[src/verilog/flow_ctrl_pkg.sv]
// shared constants and types for the core flow, flag and window control
// assumes a single sys_clk domain and the companion return stack module
package flow_ctrl_pkg;

  // ***************************************************************
  // widths and counts
  // ***************************************************************
  localparam int PC_W         = 12;
  localparam int PAGE_W       = 6;
  localparam int LOW_W        = 6;
  localparam int STACK_LEVELS = 6;
  localparam int DEPTH_W      = 3;

  // ***************************************************************
  // data space map
  // ***************************************************************
  localparam logic [7:0] WINDOW_FIRST   = 8'h40;
  localparam logic [7:0] WINDOW_LAST    = 8'h7F;
  localparam logic [7:0] PAGE_REG_ADDR  = 8'hC9;

  // ***************************************************************
  // reset values, steps and depth limits
  // ***************************************************************
  localparam logic [PC_W-1:0]    RESET_VECTOR = 12'h0FFE;
  localparam logic [PC_W-1:0]    PC_STEP      = 12'h001;
  localparam logic [PC_W-1:0]    STACK_RESET  = 12'h000;
  localparam logic [DEPTH_W-1:0] DEPTH_EMPTY  = 3'h0;
  localparam logic [DEPTH_W-1:0] DEPTH_FULL   = 3'h6;
  localparam logic [DEPTH_W-1:0] DEPTH_STEP   = 3'h1;

  // ***************************************************************
  // types
  // ***************************************************************
  typedef enum logic [1:0] {
    MODE_NORMAL = 2'b00,
    MODE_IRQ    = 2'b01,
    MODE_NMI    = 2'b10
  } exec_mode_t;

  typedef enum logic [2:0] {
    FLOW_NEXT        = 3'b000,
    FLOW_JUMP        = 3'b001,
    FLOW_CALL        = 3'b010,
    FLOW_BRANCH      = 3'b011,
    FLOW_SUB_EXIT    = 3'b100,
    FLOW_INT_EXIT    = 3'b101,
    FLOW_IRQ_ENTRY   = 3'b110,
    FLOW_NMI_ENTRY   = 3'b111
  } flow_op_t;

  typedef enum logic [2:0] {
    FLAG_NONE   = 3'b000,
    FLAG_ARITH  = 3'b001,
    FLAG_LOGIC  = 3'b010,
    FLAG_BITTST = 3'b011,
    FLAG_ROTL   = 3'b100
  } flag_op_t;

endpackage

[src/verilog/cpu_flow_ctrl.sv]
// program counter, banked flags, return stack and read-only data window
// assumes execution logic drives one flow op per valid cycle, same clock
`timescale 1ns/1ns
module cpu_flow_ctrl (
  // clock and reset
  input  wire logic                              sys_clk,
  input  wire logic                              rst_n,
  // flow control from execution logic
  input  wire logic                              op_valid,
  input  wire flow_ctrl_pkg::flow_op_t           flow_op,
  input  wire logic [flow_ctrl_pkg::PC_W-1:0]    target,
  input  wire logic [7:0]                        branch_offset,
  // flag updates from execution logic
  input  wire flow_ctrl_pkg::flag_op_t           flag_op,
  input  wire logic                              alu_carry,
  input  wire logic [7:0]                        alu_result,
  input  wire logic                              tested_bit,
  input  wire logic                              rotl_msb,
  // data space access
  input  wire logic                              data_wr,
  input  wire logic                              data_rd,
  input  wire logic                              bit_op,
  input  wire logic [7:0]                        data_addr,
  input  wire logic [7:0]                        data_wdata,
  // program counter, mode, flags and stack depth
  output logic      [flow_ctrl_pkg::PC_W-1:0]    pc,
  output flow_ctrl_pkg::exec_mode_t              mode,
  output logic                                   carry,
  output logic                                   zero,
  output logic      [flow_ctrl_pkg::DEPTH_W-1:0] stack_depth,
  // window read toward program memory
  output logic                                   window_rd,
  output logic      [flow_ctrl_pkg::PC_W-1:0]    window_addr
);

  // ***************************************************************
  // state
  // ***************************************************************
  logic [flow_ctrl_pkg::PC_W-1:0]    next_pc;
  flow_ctrl_pkg::exec_mode_t         next_mode;
  flow_ctrl_pkg::exec_mode_t         saved_mode [2];
  flow_ctrl_pkg::exec_mode_t         next_saved [2];
  logic [2:0]                        carry_bank;
  logic [2:0]                        zero_bank;
  logic [2:0]                        next_carry_bank;
  logic [2:0]                        next_zero_bank;
  logic                              next_carry;
  logic                              next_zero;
  logic [flow_ctrl_pkg::PAGE_W-1:0]  window_page;
  logic [flow_ctrl_pkg::PAGE_W-1:0]  next_window_page;
  logic                              next_window_rd;
  logic [flow_ctrl_pkg::PC_W-1:0]    next_window_addr;
  logic                              push;
  logic                              pop;
  logic [flow_ctrl_pkg::PC_W-1:0]    stack_top;
  logic [flow_ctrl_pkg::DEPTH_W-1:0] depth;
  logic [flow_ctrl_pkg::DEPTH_W-1:0] next_stack_depth;
  logic [flow_ctrl_pkg::PC_W-1:0]    seq_pc;
  logic [flow_ctrl_pkg::PC_W-1:0]    branch_sum;
  logic                              in_window;
  logic                              page_hit;

  // ***************************************************************
  // return stack
  // ***************************************************************
  return_stack u_stack (
    .sys_clk   (sys_clk),
    .rst_n     (rst_n),
    .push      (push),
    .pop       (pop),
    .push_data (seq_pc),
    .top       (stack_top),
    .depth     (depth)
  );

  // ***************************************************************
  // program counter sequencing
  // ***************************************************************
  assign seq_pc = pc + flow_ctrl_pkg::PC_STEP;

  // sign-extended offset through the adder; wraps within 4 kbyte space
  assign branch_sum = seq_pc + {{(flow_ctrl_pkg::PC_W-8){branch_offset[7]}}, branch_offset};

  always_comb begin
    next_pc = pc;
    push    = 1'b0;
    pop     = 1'b0;
    if (op_valid) begin
      case (flow_op)
        flow_ctrl_pkg::FLOW_NEXT: begin
          next_pc = seq_pc;
        end
        flow_ctrl_pkg::FLOW_JUMP: begin
          next_pc = target;
        end
        flow_ctrl_pkg::FLOW_CALL: begin
          next_pc = target;
          push    = 1'b1;
        end
        flow_ctrl_pkg::FLOW_BRANCH: begin
          next_pc = branch_sum;
        end
        flow_ctrl_pkg::FLOW_SUB_EXIT,
        flow_ctrl_pkg::FLOW_INT_EXIT: begin
          // empty stack: no pop, just fall through to the next instruction
          if (depth != flow_ctrl_pkg::DEPTH_EMPTY) begin
            next_pc = stack_top;
            pop     = 1'b1;
          end else begin
            next_pc = seq_pc;
          end
        end
        flow_ctrl_pkg::FLOW_IRQ_ENTRY,
        flow_ctrl_pkg::FLOW_NMI_ENTRY: begin
          // pc plus one is pushed as for a call; execution logic lines pc up first
          next_pc = target;
          push    = 1'b1;
        end
        default: begin
          next_pc = pc;
        end
      endcase
    end
  end

  always_ff @(posedge sys_clk or negedge rst_n) begin
    if (!rst_n) pc <= flow_ctrl_pkg::RESET_VECTOR;
    else pc <= next_pc;
  end

  // ***************************************************************
  // stack depth view
  // ***************************************************************
  // local copy of the stack's own counter, so the port comes from a flop here
  always_comb begin
    next_stack_depth = stack_depth;
    if (push) begin
      if (stack_depth != flow_ctrl_pkg::DEPTH_FULL) begin
        next_stack_depth = stack_depth + flow_ctrl_pkg::DEPTH_STEP;
      end
    end else if (pop) begin
      next_stack_depth = stack_depth - flow_ctrl_pkg::DEPTH_STEP;
    end
  end

  always_ff @(posedge sys_clk or negedge rst_n) begin
    if (!rst_n) stack_depth <= flow_ctrl_pkg::DEPTH_EMPTY;
    else stack_depth <= next_stack_depth;
  end

  // ***************************************************************
  // mode tracking
  // ***************************************************************
  // two saved entries cover the deepest legal nesting normal, irq, nmi
  always_comb begin
    next_mode     = mode;
    next_saved[0] = saved_mode[0];
    next_saved[1] = saved_mode[1];
    if (op_valid) begin
      case (flow_op)
        flow_ctrl_pkg::FLOW_IRQ_ENTRY: begin
          next_mode     = flow_ctrl_pkg::MODE_IRQ;
          next_saved[0] = mode;
          next_saved[1] = saved_mode[0];
        end
        flow_ctrl_pkg::FLOW_NMI_ENTRY: begin
          next_mode     = flow_ctrl_pkg::MODE_NMI;
          next_saved[0] = mode;
          next_saved[1] = saved_mode[0];
        end
        flow_ctrl_pkg::FLOW_INT_EXIT: begin
          next_mode     = saved_mode[0];
          next_saved[0] = saved_mode[1];
          next_saved[1] = flow_ctrl_pkg::MODE_NORMAL;
        end
        default: begin
          next_mode = mode;
        end
      endcase
    end
  end

  always_ff @(posedge sys_clk or negedge rst_n) begin
    if (!rst_n) begin
      mode          <= flow_ctrl_pkg::MODE_NMI;
      saved_mode[0] <= flow_ctrl_pkg::MODE_NORMAL;
      saved_mode[1] <= flow_ctrl_pkg::MODE_NORMAL;
    end else begin
      mode          <= next_mode;
      saved_mode[0] <= next_saved[0];
      saved_mode[1] <= next_saved[1];
    end
  end

  // ***************************************************************
  // banked carry and zero flags
  // ***************************************************************
  // bank index is the mode code; only the current bank is written
  always_comb begin
    next_carry_bank = carry_bank;
    next_zero_bank  = zero_bank;
    case (flag_op)
      flow_ctrl_pkg::FLAG_ARITH: begin
        next_carry_bank[mode] = alu_carry;
        next_zero_bank[mode]  = (alu_result == 8'h00);
      end
      flow_ctrl_pkg::FLAG_LOGIC: begin
        next_zero_bank[mode] = (alu_result == 8'h00);
      end
      flow_ctrl_pkg::FLAG_BITTST: begin
        next_carry_bank[mode] = tested_bit;
      end
      flow_ctrl_pkg::FLAG_ROTL: begin
        next_carry_bank[mode] = rotl_msb;
        next_zero_bank[mode]  = (alu_result == 8'h00);
      end
      default: begin
        next_carry_bank = carry_bank;
      end
    endcase
    next_carry = next_carry_bank[next_mode];
    next_zero  = next_zero_bank[next_mode];
  end

  always_ff @(posedge sys_clk or negedge rst_n) begin
    if (!rst_n) begin
      carry_bank <= 3'h0;
      zero_bank  <= 3'h0;
      carry      <= 1'b0;
      zero       <= 1'b0;
    end else begin
      carry_bank <= next_carry_bank;
      zero_bank  <= next_zero_bank;
      carry      <= next_carry;
      zero       <= next_zero;
    end
  end

  // ***************************************************************
  // data window page register
  // ***************************************************************
  assign page_hit  = (data_addr == flow_ctrl_pkg::PAGE_REG_ADDR);
  assign in_window = (data_addr >= flow_ctrl_pkg::WINDOW_FIRST) &&
                     (data_addr <= flow_ctrl_pkg::WINDOW_LAST);

  always_comb begin
    next_window_page = window_page;
    // bit operations are a read-modify-write, which this register cannot do
    if (data_wr && page_hit && !bit_op) begin
      next_window_page = data_wdata[flow_ctrl_pkg::PAGE_W-1:0];
    end
  end

  // deliberately no reset: contents stay undefined until software writes
  always_ff @(posedge sys_clk) begin
    window_page <= next_window_page;
  end

  // ***************************************************************
  // window read toward program memory
  // ***************************************************************
  always_comb begin
    next_window_rd   = data_rd && in_window;
    next_window_addr = window_addr;
    if (data_rd && in_window) begin
      next_window_addr = {window_page, data_addr[flow_ctrl_pkg::LOW_W-1:0]};
    end
  end

  always_ff @(posedge sys_clk or negedge rst_n) begin
    if (!rst_n) begin
      window_rd   <= 1'b0;
      window_addr <= flow_ctrl_pkg::STACK_RESET;
    end else begin
      window_rd   <= next_window_rd;
      window_addr <= next_window_addr;
    end
  end

endmodule

[src/verilog/return_stack.sv]
// six level shift-register return stack with no visible pointer
// assumes push and pop never arrive together; push wins if they do
`timescale 1ns/1ns
module return_stack (
  // clock and reset
  input  wire logic                               sys_clk,
  input  wire logic                               rst_n,
  // control
  input  wire logic                               push,
  input  wire logic                               pop,
  input  wire logic [flow_ctrl_pkg::PC_W-1:0]     push_data,
  // state
  output logic      [flow_ctrl_pkg::PC_W-1:0]     top,
  output logic      [flow_ctrl_pkg::DEPTH_W-1:0]  depth
);

  // ***************************************************************
  // storage levels
  // ***************************************************************
  logic [flow_ctrl_pkg::PC_W-1:0]    level      [flow_ctrl_pkg::STACK_LEVELS];
  logic [flow_ctrl_pkg::PC_W-1:0]    next_level [flow_ctrl_pkg::STACK_LEVELS];
  logic [flow_ctrl_pkg::DEPTH_W-1:0] next_depth;

  genvar gi;
  generate
    for (gi = 0; gi < flow_ctrl_pkg::STACK_LEVELS; gi++) begin : g_lvl
      logic [flow_ctrl_pkg::PC_W-1:0] above;
      logic [flow_ctrl_pkg::PC_W-1:0] below;
      // end levels pick their neighbour at elaboration, so no index leaves the array
      if (gi == 0) begin : g_first
        assign above = push_data;
      end else begin : g_inner
        assign above = level[gi-1];
      end
      if (gi == flow_ctrl_pkg::STACK_LEVELS - 1) begin : g_last
        assign below = level[gi];
      end else begin : g_upper
        assign below = level[gi+1];
      end
      always_comb begin
        next_level[gi] = level[gi];
        if (push) begin
          // deepest level simply falls off the end
          next_level[gi] = above;
        end else if (pop) begin
          next_level[gi] = below;
        end
      end
      always_ff @(posedge sys_clk or negedge rst_n) begin
        if (!rst_n) level[gi] <= flow_ctrl_pkg::STACK_RESET;
        else level[gi] <= next_level[gi];
      end
    end
  endgenerate

  // ***************************************************************
  // depth tracking, saturating both ways
  // ***************************************************************
  always_comb begin
    next_depth = depth;
    if (push) begin
      if (depth != flow_ctrl_pkg::DEPTH_FULL) next_depth = depth + flow_ctrl_pkg::DEPTH_STEP;
    end else if (pop) begin
      if (depth != flow_ctrl_pkg::DEPTH_EMPTY) next_depth = depth - flow_ctrl_pkg::DEPTH_STEP;
    end
  end

  always_ff @(posedge sys_clk or negedge rst_n) begin
    if (!rst_n) depth <= flow_ctrl_pkg::DEPTH_EMPTY;
    else depth <= next_depth;
  end

  assign top = level[0];

endmodule

[config.mk]
export PLATFORM = sky130hd
export DESIGN_NAME = cpu_flow_ctrl
export DESIGN_NICKNAME = d
export VERILOG_FILES = /design/src/verilog/flow_ctrl_pkg.sv /design/src/verilog/cpu_flow_ctrl.sv /design/src/verilog/return_stack.sv
export SDC_FILE = /design/constraint.sdc
export NUM_CORES = 1
export LEC_CHECK = 0
export ABC_AREA = 1
export ABC_CLOCK_PERIOD_IN_PS = 5500
export BUFFER_PORTS_ARGS = -buffer_cell sky130_fd_sc_hd__buf_4
export CAP_MARGIN = 20
export CORE_MARGIN = 2
export CORE_UTILIZATION = 60
export CTS_BUF_LIST = sky130_fd_sc_hd__clkbuf_4
export DETAILED_ROUTE_END_ITERATION = 6
export MAX_ROUTING_LAYER = met4
export PLACE_DENSITY_LB_ADDON = 0.05
export SYNTH_ARGS = -nofsm -noshare
export SYNTH_HDL_FRONTEND = slang
export SYNTH_SLANG_ARGS = --single-unit
[constraint.sdc]
create_clock -name sys_clk -period 5.5 [get_ports sys_clk]
set_input_delay 0 -clock sys_clk [delete_from_list [all_inputs] [get_ports sys_clk]]
set_output_delay 0 -clock sys_clk [all_outputs]
set_load 0.03 [all_outputs]
==> results of run 1 <==
[worst max-delay path, stage by stage, from the launching register on]
cell and delay, ns:
dfstp_2 0.60, ha_1 0.19, nand2_1 0.06, inv_1 0.13
nand2_1 0.08, xor2_1 0.29, inv_1 0.15, ha_1 0.37
nand2_1 0.13, nand2_1 0.08, nand2_1 0.05, nand2_1 0.07
a21oi_1 0.05, or2_2 0.28, nand3_1 0.10, nand2_1 0.07
nand3_1 0.07, dlygate4sd3_1 0.55, nand2_1 0.05
[report_power, final]
part / total, uW / switching, uW / internal [uW]
registers: 1440 / 208 / 1240
clock network: 769 / 361 / 408
logic: 1250 / 770 / 483
total: 3470 / 1340 / 2130
[stage by stage]
stage	worst slack [ns]	cell area, sq um
detailed placement	2.69	7300
finish	2.04	8240
global route	1.82	8240
floorplan	2.97	6630
global placement	2.69	7300
CTS	2.13	8180
[logic make-up (layout without fill, tap and decap cells)]
kind of cell / Yosys count / in the layout
compound gates: 159 / 159
xor+xnor: 10 / 10
fa+ha+maj: 16 / 16
buf+inv: 142 / 294
flops: 123 / 123
simple gates: 355 / 355
[layout make-up]
type	instances	area [sq um]	share of cell area, %
Timing Repair Buffer	146	1270	15.4
Clock inverter	15	218	2.64
Tap cell	140	175	2.13
Sequential cell	123	3120	37.9
Clock buffer	17	128	1.55
Multi-Input combinational cell	540	2880	35.0
Inverter	116	440	5.35
[sequential cells by signal (all words and copies together) (netlist names)]
name / cells
carry: 1
zero_bank: 3
window_rd: 1
window_addr: 12
window_page: 6
mode: 2
u_stack.depth: 3
carry_bank: 3
saved_mode: 4
pc: 12
u_stack.top: 12
stack_depth: 3
u_stack.g_lvl.below: 60
zero: 1
[path summary, 6_finish.rpt]
path / slack (ns) / cells after the start / from / to
min reg2reg: 0.44 / 2 / window_page[2] / window_addr[8]
max reg2reg: 2.04 / 18 / pc[1] / pc[7]
min in group sys_clk: 0.05 / 7 / branch_offset[7] / pc[10]
max: 2.04 / 18 / pc[1] / pc[7]
max in group asynchronous: 4.85 / 4 / rst_n / u_stack.g_lvl[0].below[11]
min: 0.05 / 2 / rst_n / pc[9]
[per-layer routing]
| metal | GRT usage [%] | share of wire (%) | up-vias |
|---|---|---|---|
| li1 | - | - | 2972 |
| met4 | 8.15 | 1.3 | 0 |
| met1 | 43.0 | 44 | 2875 |
| met5 | - | 0 | - |
| met2 | 49.5 | 49 | 208 |
| met3 | 5.44 | 5.9 | 25 |
[repair_timing]
item	4_1_cts	5_1_grt
hold buffers	53	0
hold endpoints to repair	81	0
setup endpoints to repair	0	0
buffers inserted	0	0
[layout by cell type (no fill, tap or decap), types with 9 or more instances in the layout]
master and count:
nand2_1 232, ha_1 13, a21oi_1 23, dfstp_2 12, o221ai_1 43, inv_1 108, dfrtp_1 105, o21ai_1 14
buf_4 90, a22oi_1 15, nand3_1 48, nor2_1 40, xor2_1 9, dlygate4sd3_1 52, o21ai_0 42, clkbuf_4 17
==> run summary, run 1 <==
Area contributors post-synth - dfrtp_1 40%, nand2_1 13%, inv_1 6.1%
Boundary Pins - 91
peak supply drop - 0.330 mV
Die ar. - 11900 sq um
CTS H-tree lvls - 4
Commonest cells post-synth - 232 x nand2_1, 108 x inv_1, 105 x dfrtp_1
PwrDens - 421 nW/um^2
Routed Antenna Nets - 0
fraction of synthesized area in multiplexers - 0%
compound-gate portion of the synthesized area - 15.9%
Worst Path Required - 5.97 ns
CTS Sinks - 123
main combinational cell family by area after synthesis - simple AND/OR/NAND/NOR gates
Yosys reg bits - 123
Clk Latency, worst-skew pair - 0.54 ns
Synth Area in Adders - 3.36%
final std cells w/o fill - 1097
synthesized area - 6630 sq um
utilization after layout - 76.3%
RSZ-0062 raised after global routing - false
post-layout min period - 3.46 ns
number of synthesized flops with an enable pin - 6
die width - 109 microns
input/output buffers - 88
# diodes - 0
final cycle utilization of the critical path - 62.9%
synthesis-to-layout area growth - 24.3%
Startpoint Class - flop
Core Region - 10800 sq um
MaxCap Viol Count - 0
Mean Syn Cell Area - 8.23 sq um
Filler Cell Count - 793
final setup fails - 0
vias in the first global route - 5744
first-pass GRT wire length - 28000 microns
Vias - 6080
CTS tree - done
distinct cell type count after synthesis - 52
Fin Hold WS - 0.0452 ns
Worst setup EP type - flop
placed cell count - 1009
Net count, final - 1019
count of warnings emitted by yosys - 0
Final Hold Vio Count - 0
antenna violations before repair - 0
Slew @ Worst Pin - 0.992 ns
share of cells above drive strength 1 - 17.0%
initial DRC count - 645
gpl congestion - 0.949
fin. max-slew vios - 0
leak pwr - 0.00403 uW
post-synth net total - 880
wire per inst - 15.9 microns
final WL - 17400 microns
Synth area leader - dfrtp_1
largest net degree at the start of global routing - 80
Synth Area in XOR/XNOR - 1.32%
Detailed Place HPWL - 11600 microns
Final Power - 3470 uW
row cnt - 38
CTS clk-pin slew, worst paths - 0.13 ns
# DRC - 0
maximum fanout along the worst path - 5
Simple-Gate Fraction of Synth Area - 22.9%
Worst Setup Path Type - reg2reg
All-Layer GR Usage - 31.6%
Die H - 109 microns
gr ovfl total - 0
Initial DRT Pass Iterations - 6
Synth Instances - 805
ys flop type - dfrtp_1
initial core utilization - 61.4%
post-synthesis sequential area ratio - 47.1%
Post-CTS Resized - 0
share of the synthesized area in the top cell type - 39.6%
Rel. slew slack - 33.5%
most numerous cell in the Yosys netlist - nand2_1
setup total negative slack - 0 ns
CTS Root Cell - clkbuf_4
Max Fclk - 289 MHz
TritonCTS buffer count - 17
vias per cell - 5.54
Post-synth ARST share - 95.1%
status - finished, final reports clean
Clock Path Buffers - 2
Clock Skews - 0.0272 ns
min-delay worst type - in2async
CP arrival - 3.93 ns
Note: power is estimated with default switching activity, not from simulation.
==> inputs of run 2 (changes only) <==
--- a/config.mk
+++ b/config.mk
@@ -6,7 +6,7 @@
 export NUM_CORES = 1
 export LEC_CHECK = 0
 export ABC_AREA = 1
-export ABC_CLOCK_PERIOD_IN_PS = 5500
+export ABC_CLOCK_PERIOD_IN_PS = 3300
 export BUFFER_PORTS_ARGS = -buffer_cell sky130_fd_sc_hd__buf_4
 export CAP_MARGIN = 20
 export CORE_MARGIN = 2
==> constraint.sdc (replaced) <==
create_clock -name sys_clk -period 3.3 [get_ports sys_clk]
set_input_delay 0 -clock sys_clk [delete_from_list [all_inputs] [get_ports sys_clk]]
set_output_delay 0 -clock sys_clk [all_outputs]
set_load 0.03 [all_outputs]
==> run summary, run 2 (same netlist as run 1, synthesis figures left out) <==
row cnt - 38 (unchanged)
gpl congestion - 0.969 (+2.1%)
DR top layer - met4
switching part of the total - 37.7% (-0.94 points)
PwrDens - 704 nW/um^2 (+67%)
Worst Setup Path Type - reg2reg
CTS clk-pin slew, worst paths - 0.12 ns (about the same)
max reg flops - 60 (unchanged)
hold path cells - 7
vias per cell - 5.63 (+1.6%)
Hold Path End - pc[10]
first-pass GRT wire length - 27900 microns (-0.32%)
R2R Setup Slk - 0.21 ns (-1.84 ns)
Vias - 6241 (+2.6%)
vias in the first global route - 5792 (+0.84%)
Final Hold Vio Count - 0 (unchanged)
maximum fanout along the worst path - 5 (unchanged)
CTS Root Cell - clkbuf_4
proportion of power drawn by flip-flops and latches - 40.6% (-1.1 points)
CTS H-tree lvls - 4 (unchanged)
post-layout min period - 3.09 ns (-0.364 ns)
Final Power - 5930 uW (+71%)
status - finished, final reports clean
min-delay worst type - in2reg
Boundary Pins - 91 (unchanged)
largest net degree at the start of global routing - 66 (-18%)
gr ovfl total - 0 (unchanged)
CTS tree - done
worst reg2reg path depth - 15 (-3)
synthesis-to-layout area growth - 27.0%
Max Fclk - 323 MHz (+12%)
Worst setup EP type - flop
share of cells above drive strength 1 - 19.6% (+2.6 points)
clock share of power - 22.3% (about the same)
Slew @ Worst Pin - 0.999 ns (+0.00720 ns)
wire per inst - 15.9 microns (+0.14%)
Die H - 109 microns (unchanged)
Routed Antenna Nets - 0 (unchanged)
combinational share of power - 37.1% (+0.9 points)
input/output buffers - 88 (unchanged)
All-Layer GR Usage - 31.4% (-0.16 points)
initial DRC count - 580 (-10%)
FF-to-FF End - pc[5]
fin. max-slew vios - 0 (unchanged)
most frequent cells in the layout - 231 x nand2_1, 106 x inv_1, 104 x dfrtp_1, 103 x buf_4, 53 x dlygate4sd3_1
# DRC - 0 (unchanged)
final std cells w/o fill - 1108 (+1.0%)
placed cell count - 1015 (+0.59%)
setup total negative slack - 0 ns (unchanged)
Net count, final - 1031 (+1.2%)
Initial DRT Pass Iterations - 6 (unchanged)
met2 routed wirelength - 8490 microns (about the same)
most common cell after layout, fill and taps aside - nand2_1
peak supply drop - 0.540 mV (+63%)
MaxCap Viol Count - 0 (unchanged)
final cycle utilization of the critical path - 93.7% (+31 points)
Hold Startpoint - branch_offset[7]
Internal - 3690 uW (+74%)
Clock Skews - 0.0211 ns (-0.00605 ns)
final WL - 17600 microns (+1.1%)
CP arrival - 3.55 ns (-0.38 ns)
leak pwr - 0.00409 uW (+1.5%)
met3 WL - 1200 microns (+16%)
Rel. slew slack - 33.1% (-0.48 points)
Die ar. - 11900 sq um (unchanged)
CTS Sinks - 123 (unchanged)
Metal-1 WL - 7670 microns (about the same)
Clk Latency, worst-skew pair - 0.52 ns (-0.02 ns)
Core Region - 10800 sq um (unchanged)
worst reg2reg path startpoint - pc[1]
initial core utilization - 61.4% (unchanged)
Detailed Place HPWL - 11600 microns (about the same)
# diodes - 0 (unchanged)
Startpoint Class - flop
antenna violations before repair - 0 (unchanged)
Clock Path Buffers - 2 (unchanged)
final setup fails - 0 (unchanged)
net switching power - 2230 uW (+67%)
TritonCTS buffer count - 17 (unchanged)
Worst Path Required - 3.76 ns (-2.21 ns)
die width - 109 microns (unchanged)
## run 2: cell count changes in the layout (fill, tap and decap cells not counted), moves of 3 or more
cell	previous run	this run
buf_4	90	103
ha_1	13	8
ha_4	0	4
inv_6	4	1
## run 2: through the flow
stage               cell area, sq um  hold WS [ns]  utilization (%)  setup slack (ns)
detailed placement              7350         0.174             68.1             0.550
floorplan                       6630        -0.296                -             0.769
finish                          8420        0.0470             78.0             0.206
global route                    8420        0.0460             78.0           -0.0344
global placement                7350         0.151             68.1             0.557
CTS                             8240        0.0205             76.4            0.0481
## run 2: worst max path at each step
stage / from / end / slack (ns) / depth (start not counted)
3_3_place_gp: pc[1] / pc[7] / 0.56 / 15
5_1_grt: pc[1] / pc[5] / -0.03 / 15
2_1_floorplan: pc[1] / pc[7] / 0.77 / 15
4_1_cts: pc[1] / pc[11] / 0.05 / 18
3_5_place_dp: pc[1] / pc[7] / 0.55 / 15
6_report: pc[1] / pc[5] / 0.21 / 15
## run 2: area by class of cell
| cell class | instances | area [sq um] |
|---|---|---|
| tap | 140 | 175 |
| timing repair buffer | 158 | 1330 |
| fill | 764 | 2380 |
| multi-input combinational | 540 | 2990 |
| clock buffer | 18 | 135 |
| inverter | 116 | 440 |
| sequential | 123 | 3120 |
| clock inverter | 13 | 223 |
## run 2: timing repair
action / 4_1_cts / 5_1_grt
endpoints found under the hold margin: 97 / 0
hold buffers: 53 / 0
setup endpoints to repair: 0 / 2
setup buffers: 0 / 8
resized for setup: 0 / 22
## run 2: critical path, stage by stage (launching register included)
cell and delay, ns:
dfstp_2 0.59, ha_2 0.18, nor2_1 0.03, or2_2 0.31
inv_1 0.15, ha_1 0.31, nand2_1 0.10, nand3_2 0.14
nand2_1 0.11, nand3_1 0.11, nand2_1 0.08, nand3_1 0.07
nand3_1 0.11, nand3_1 0.08, o21ai_0 0.08, dlygate4sd3_1 0.57
## run 2: power groups by stage
stage | combinational (uW) | clock [uW] | sequential (uW)
final | 2200 | 1320 | 2410
after global routing | 2440 | 1410 | 2460
after CTS | 2070 | 1340 | 2390
after detailed placement | 1970 | 0 | 2420
after global placement | 1900 | 0 | 2400
after floorplan | 1230 | 0 | 2530
## run 2: routing by layer
layer,GRT usage [%],vias to the layer above
met1,42.8,2984
met2,47.8,247
met3,6.34,27
met4,9.52,0
li1,-,2983
met5,-,-
==> inputs of run 3 (changes only) <==
--- a/config.mk
+++ b/config.mk
@@ -9,7 +9,6 @@
 export ABC_CLOCK_PERIOD_IN_PS = 3300
 export BUFFER_PORTS_ARGS = -buffer_cell sky130_fd_sc_hd__buf_4
 export CAP_MARGIN = 20
-export CORE_MARGIN = 2
 export CORE_UTILIZATION = 60
 export CTS_BUF_LIST = sky130_fd_sc_hd__clkbuf_4
 export DETAILED_ROUTE_END_ITERATION = 6
==> run summary, run 3 (same netlist as run 1, synthesis figures left out) <==
Vias - 6248 (+0.11%)
setup total negative slack - 0 ns (unchanged)
most common cell after layout, fill and taps aside - nand2_1
Worst path max stage delay - 0.61 ns (+0.02 ns)
peak supply drop - 0.482 mV (-11%)
vias in the first global route - 5743 (-0.85%)
All-Layer GR Usage - 32.9% (+1.5 points)
final setup fails - 0 (unchanged)
wire per inst - 16.1 microns (+1.6%)
Slew @ Worst Pin - 0.631 ns (-0.369 ns)
row cnt - 38 (unchanged)
die width - 107 microns (-1.8%)
TritonCTS buffer count - 17 (unchanged)
utilization after layout - 77.0% (-0.97 points)
CTS Sinks - 123 (unchanged)
first-pass GRT wire length - 28100 microns (+0.52%)
Routed Antenna Nets - 0 (unchanged)
Die ar. - 11500 sq um (-3.6%)
CTS tree - done
input/output buffers - 88 (unchanged)
Worst Path Required - 3.75 ns (about the same)
Clock Path Buffers - 2 (unchanged)
largest net degree at the start of global routing - 118 (+79%)
# DRC - 0 (unchanged)
gr ovfl total - 0 (unchanged)
Die H - 107 microns (-1.8%)
PwrDens - 677 nW/um^2 (-3.8%)
Boundary Pins - 91 (unchanged)
final WL - 17900 microns (+1.4%)
initial core utilization - 61.4% (unchanged)
post-layout min period - 3.15 ns (+0.0590 ns)
CTS H-tree lvls - 4 (unchanged)
final cycle utilization of the critical path - 95.5% (+1.8 points)
CTS Root Cell - clkbuf_4
Worst Setup Path Type - reg2reg
Net count, final - 1028 (-0.29%)
slowest cell on the critical path - dfstp_2
most frequent cells in the layout - 229 x nand2_1, 105 x inv_1, 105 x dfrtp_1, 100 x buf_4, 53 x dlygate4sd3_1
CP most frequent cell - dlygate4sd3_1
CP arrival - 3.60 ns (+0.05 ns)
initial DRC count - 607 (+4.7%)
Final Power - 5630 uW (-5.0%)
Clk Latency, worst-skew pair - 0.52 ns (about the same)
Rel. slew slack - 57.9% (+25 points)
synthesis-to-layout area growth - 25.4%
Detailed Place HPWL - 11700 microns (+1.1%)
CTS clk-pin slew, worst paths - 0.11 ns (about the same)
min-delay worst type - in2reg
leak pwr - 0.00405 uW (-1.1%)
# diodes - 0 (unchanged)
maximum fanout along the worst path - 5 (unchanged)
Initial DRT Pass Iterations - 5 (-1)
share of cells above drive strength 1 - 19.8% (+0.14 points)
Fin Hold WS - 0.0549 ns (+0.00783 ns)
Startpoint Class - flop
MaxCap Viol Count - 0 (unchanged)
Final Hold Vio Count - 0 (unchanged)
fin. max-slew vios - 0 (unchanged)
vias per cell - 5.65 (+0.29%)
Worst setup EP type - flop
antenna violations before repair - 0 (unchanged)
Max Fclk - 317 MHz (-1.9%)
Clock Skews - 0.0206 ns (-0.000520 ns)
Post-DP Area - 7350 sq um (unchanged)
Core Region - 10800 sq um (unchanged)
max reg flops - 60 (unchanged)
status - finished, final reports clean
CP cell instances - ha_1, fa_1, nand2_1, o31ai_1, a211oi_1, dlygate4sd3_1, nor2_1, dlygate4sd3_1
gpl congestion - 0.977 (+0.87%)
fin area - 8310 sq um (-1.2%)
[run 3: cell types whose count changed in the layout (fill, tap and decap cells not counted), sizes merged]
cell	delta
clkinvlp	+1
bufinv	-4
clkbuf	+3
buf	-2
[run 3: path summary, 6_finish.rpt]
path	from	to	slack [ns]	depth (start not counted)
max	pc[1]	pc[1]	0.15	8
min	branch_offset[7]	pc[10]	0.05	7
max reg2reg	pc[1]	pc[1]	0.15	8
min reg2reg	window_page[1]	window_addr[7]	0.45	2
max in group asynchronous	rst_n	u_stack.g_lvl[3].below[9]	2.72	3
min in group asynchronous	rst_n	mode[0]	0.12	3
[run 3: metal layers]
metal | share of wire, % | routed length (microns) | global-route usage (%) | up-vias
met1 | 43 | 7620 | 44.8 | 2969
met2 | 48 | 8650 | 50.9 | 265
li1 | - | - | - | 2982
met3 | 6.6 | 1190 | 5.29 | 32
met5 | 0 | 0 | - | -
met4 | 2.3 | 408 | 10.8 | 0
[run 3: area by class of cell]
cell class	count	area [sq um]
Clock buffer	22	165
Clock inverter	10	103
Fill cell	733	2480
Inverter	116	440
Multi-Input combinational cell	540	3000
Sequential cell	123	3120
Tap cell	140	175
Timing Repair Buffer	155	1310
[run 3: repair_timing]
item	CTS	global route
buffers inserted	0	5
endpoints found under the hold margin	160	0
resized for setup	0	25
hold buffers	53	0
endpoints found under the setup margin	0	3
[run 3: worst max-delay path, delay by kind of cell (launching register included)]
family	cells	cell delay, ns
adders and majority gates	2	0.81
AOI/OAI and AO/OA	2	0.37
and+or+nand+nor	2	0.12
DFF	1	0.61
buffers and inverters	2	1.17
[run 3: through the flow]
stage / setup slack [ns] / std cells
after floorplan: 0.769 / 805
after global placement: 0.508 / 1015
after detailed placement: 0.494 / 1015
after CTS: 0.0321 / 1100
after global routing: -0.0424 / 1106
final: 0.147 / 1106
[run 3: power by group]
group	internal, uW	switching (uW)
Combinational	868	1320
Sequential	2060	357
Clock	483	541
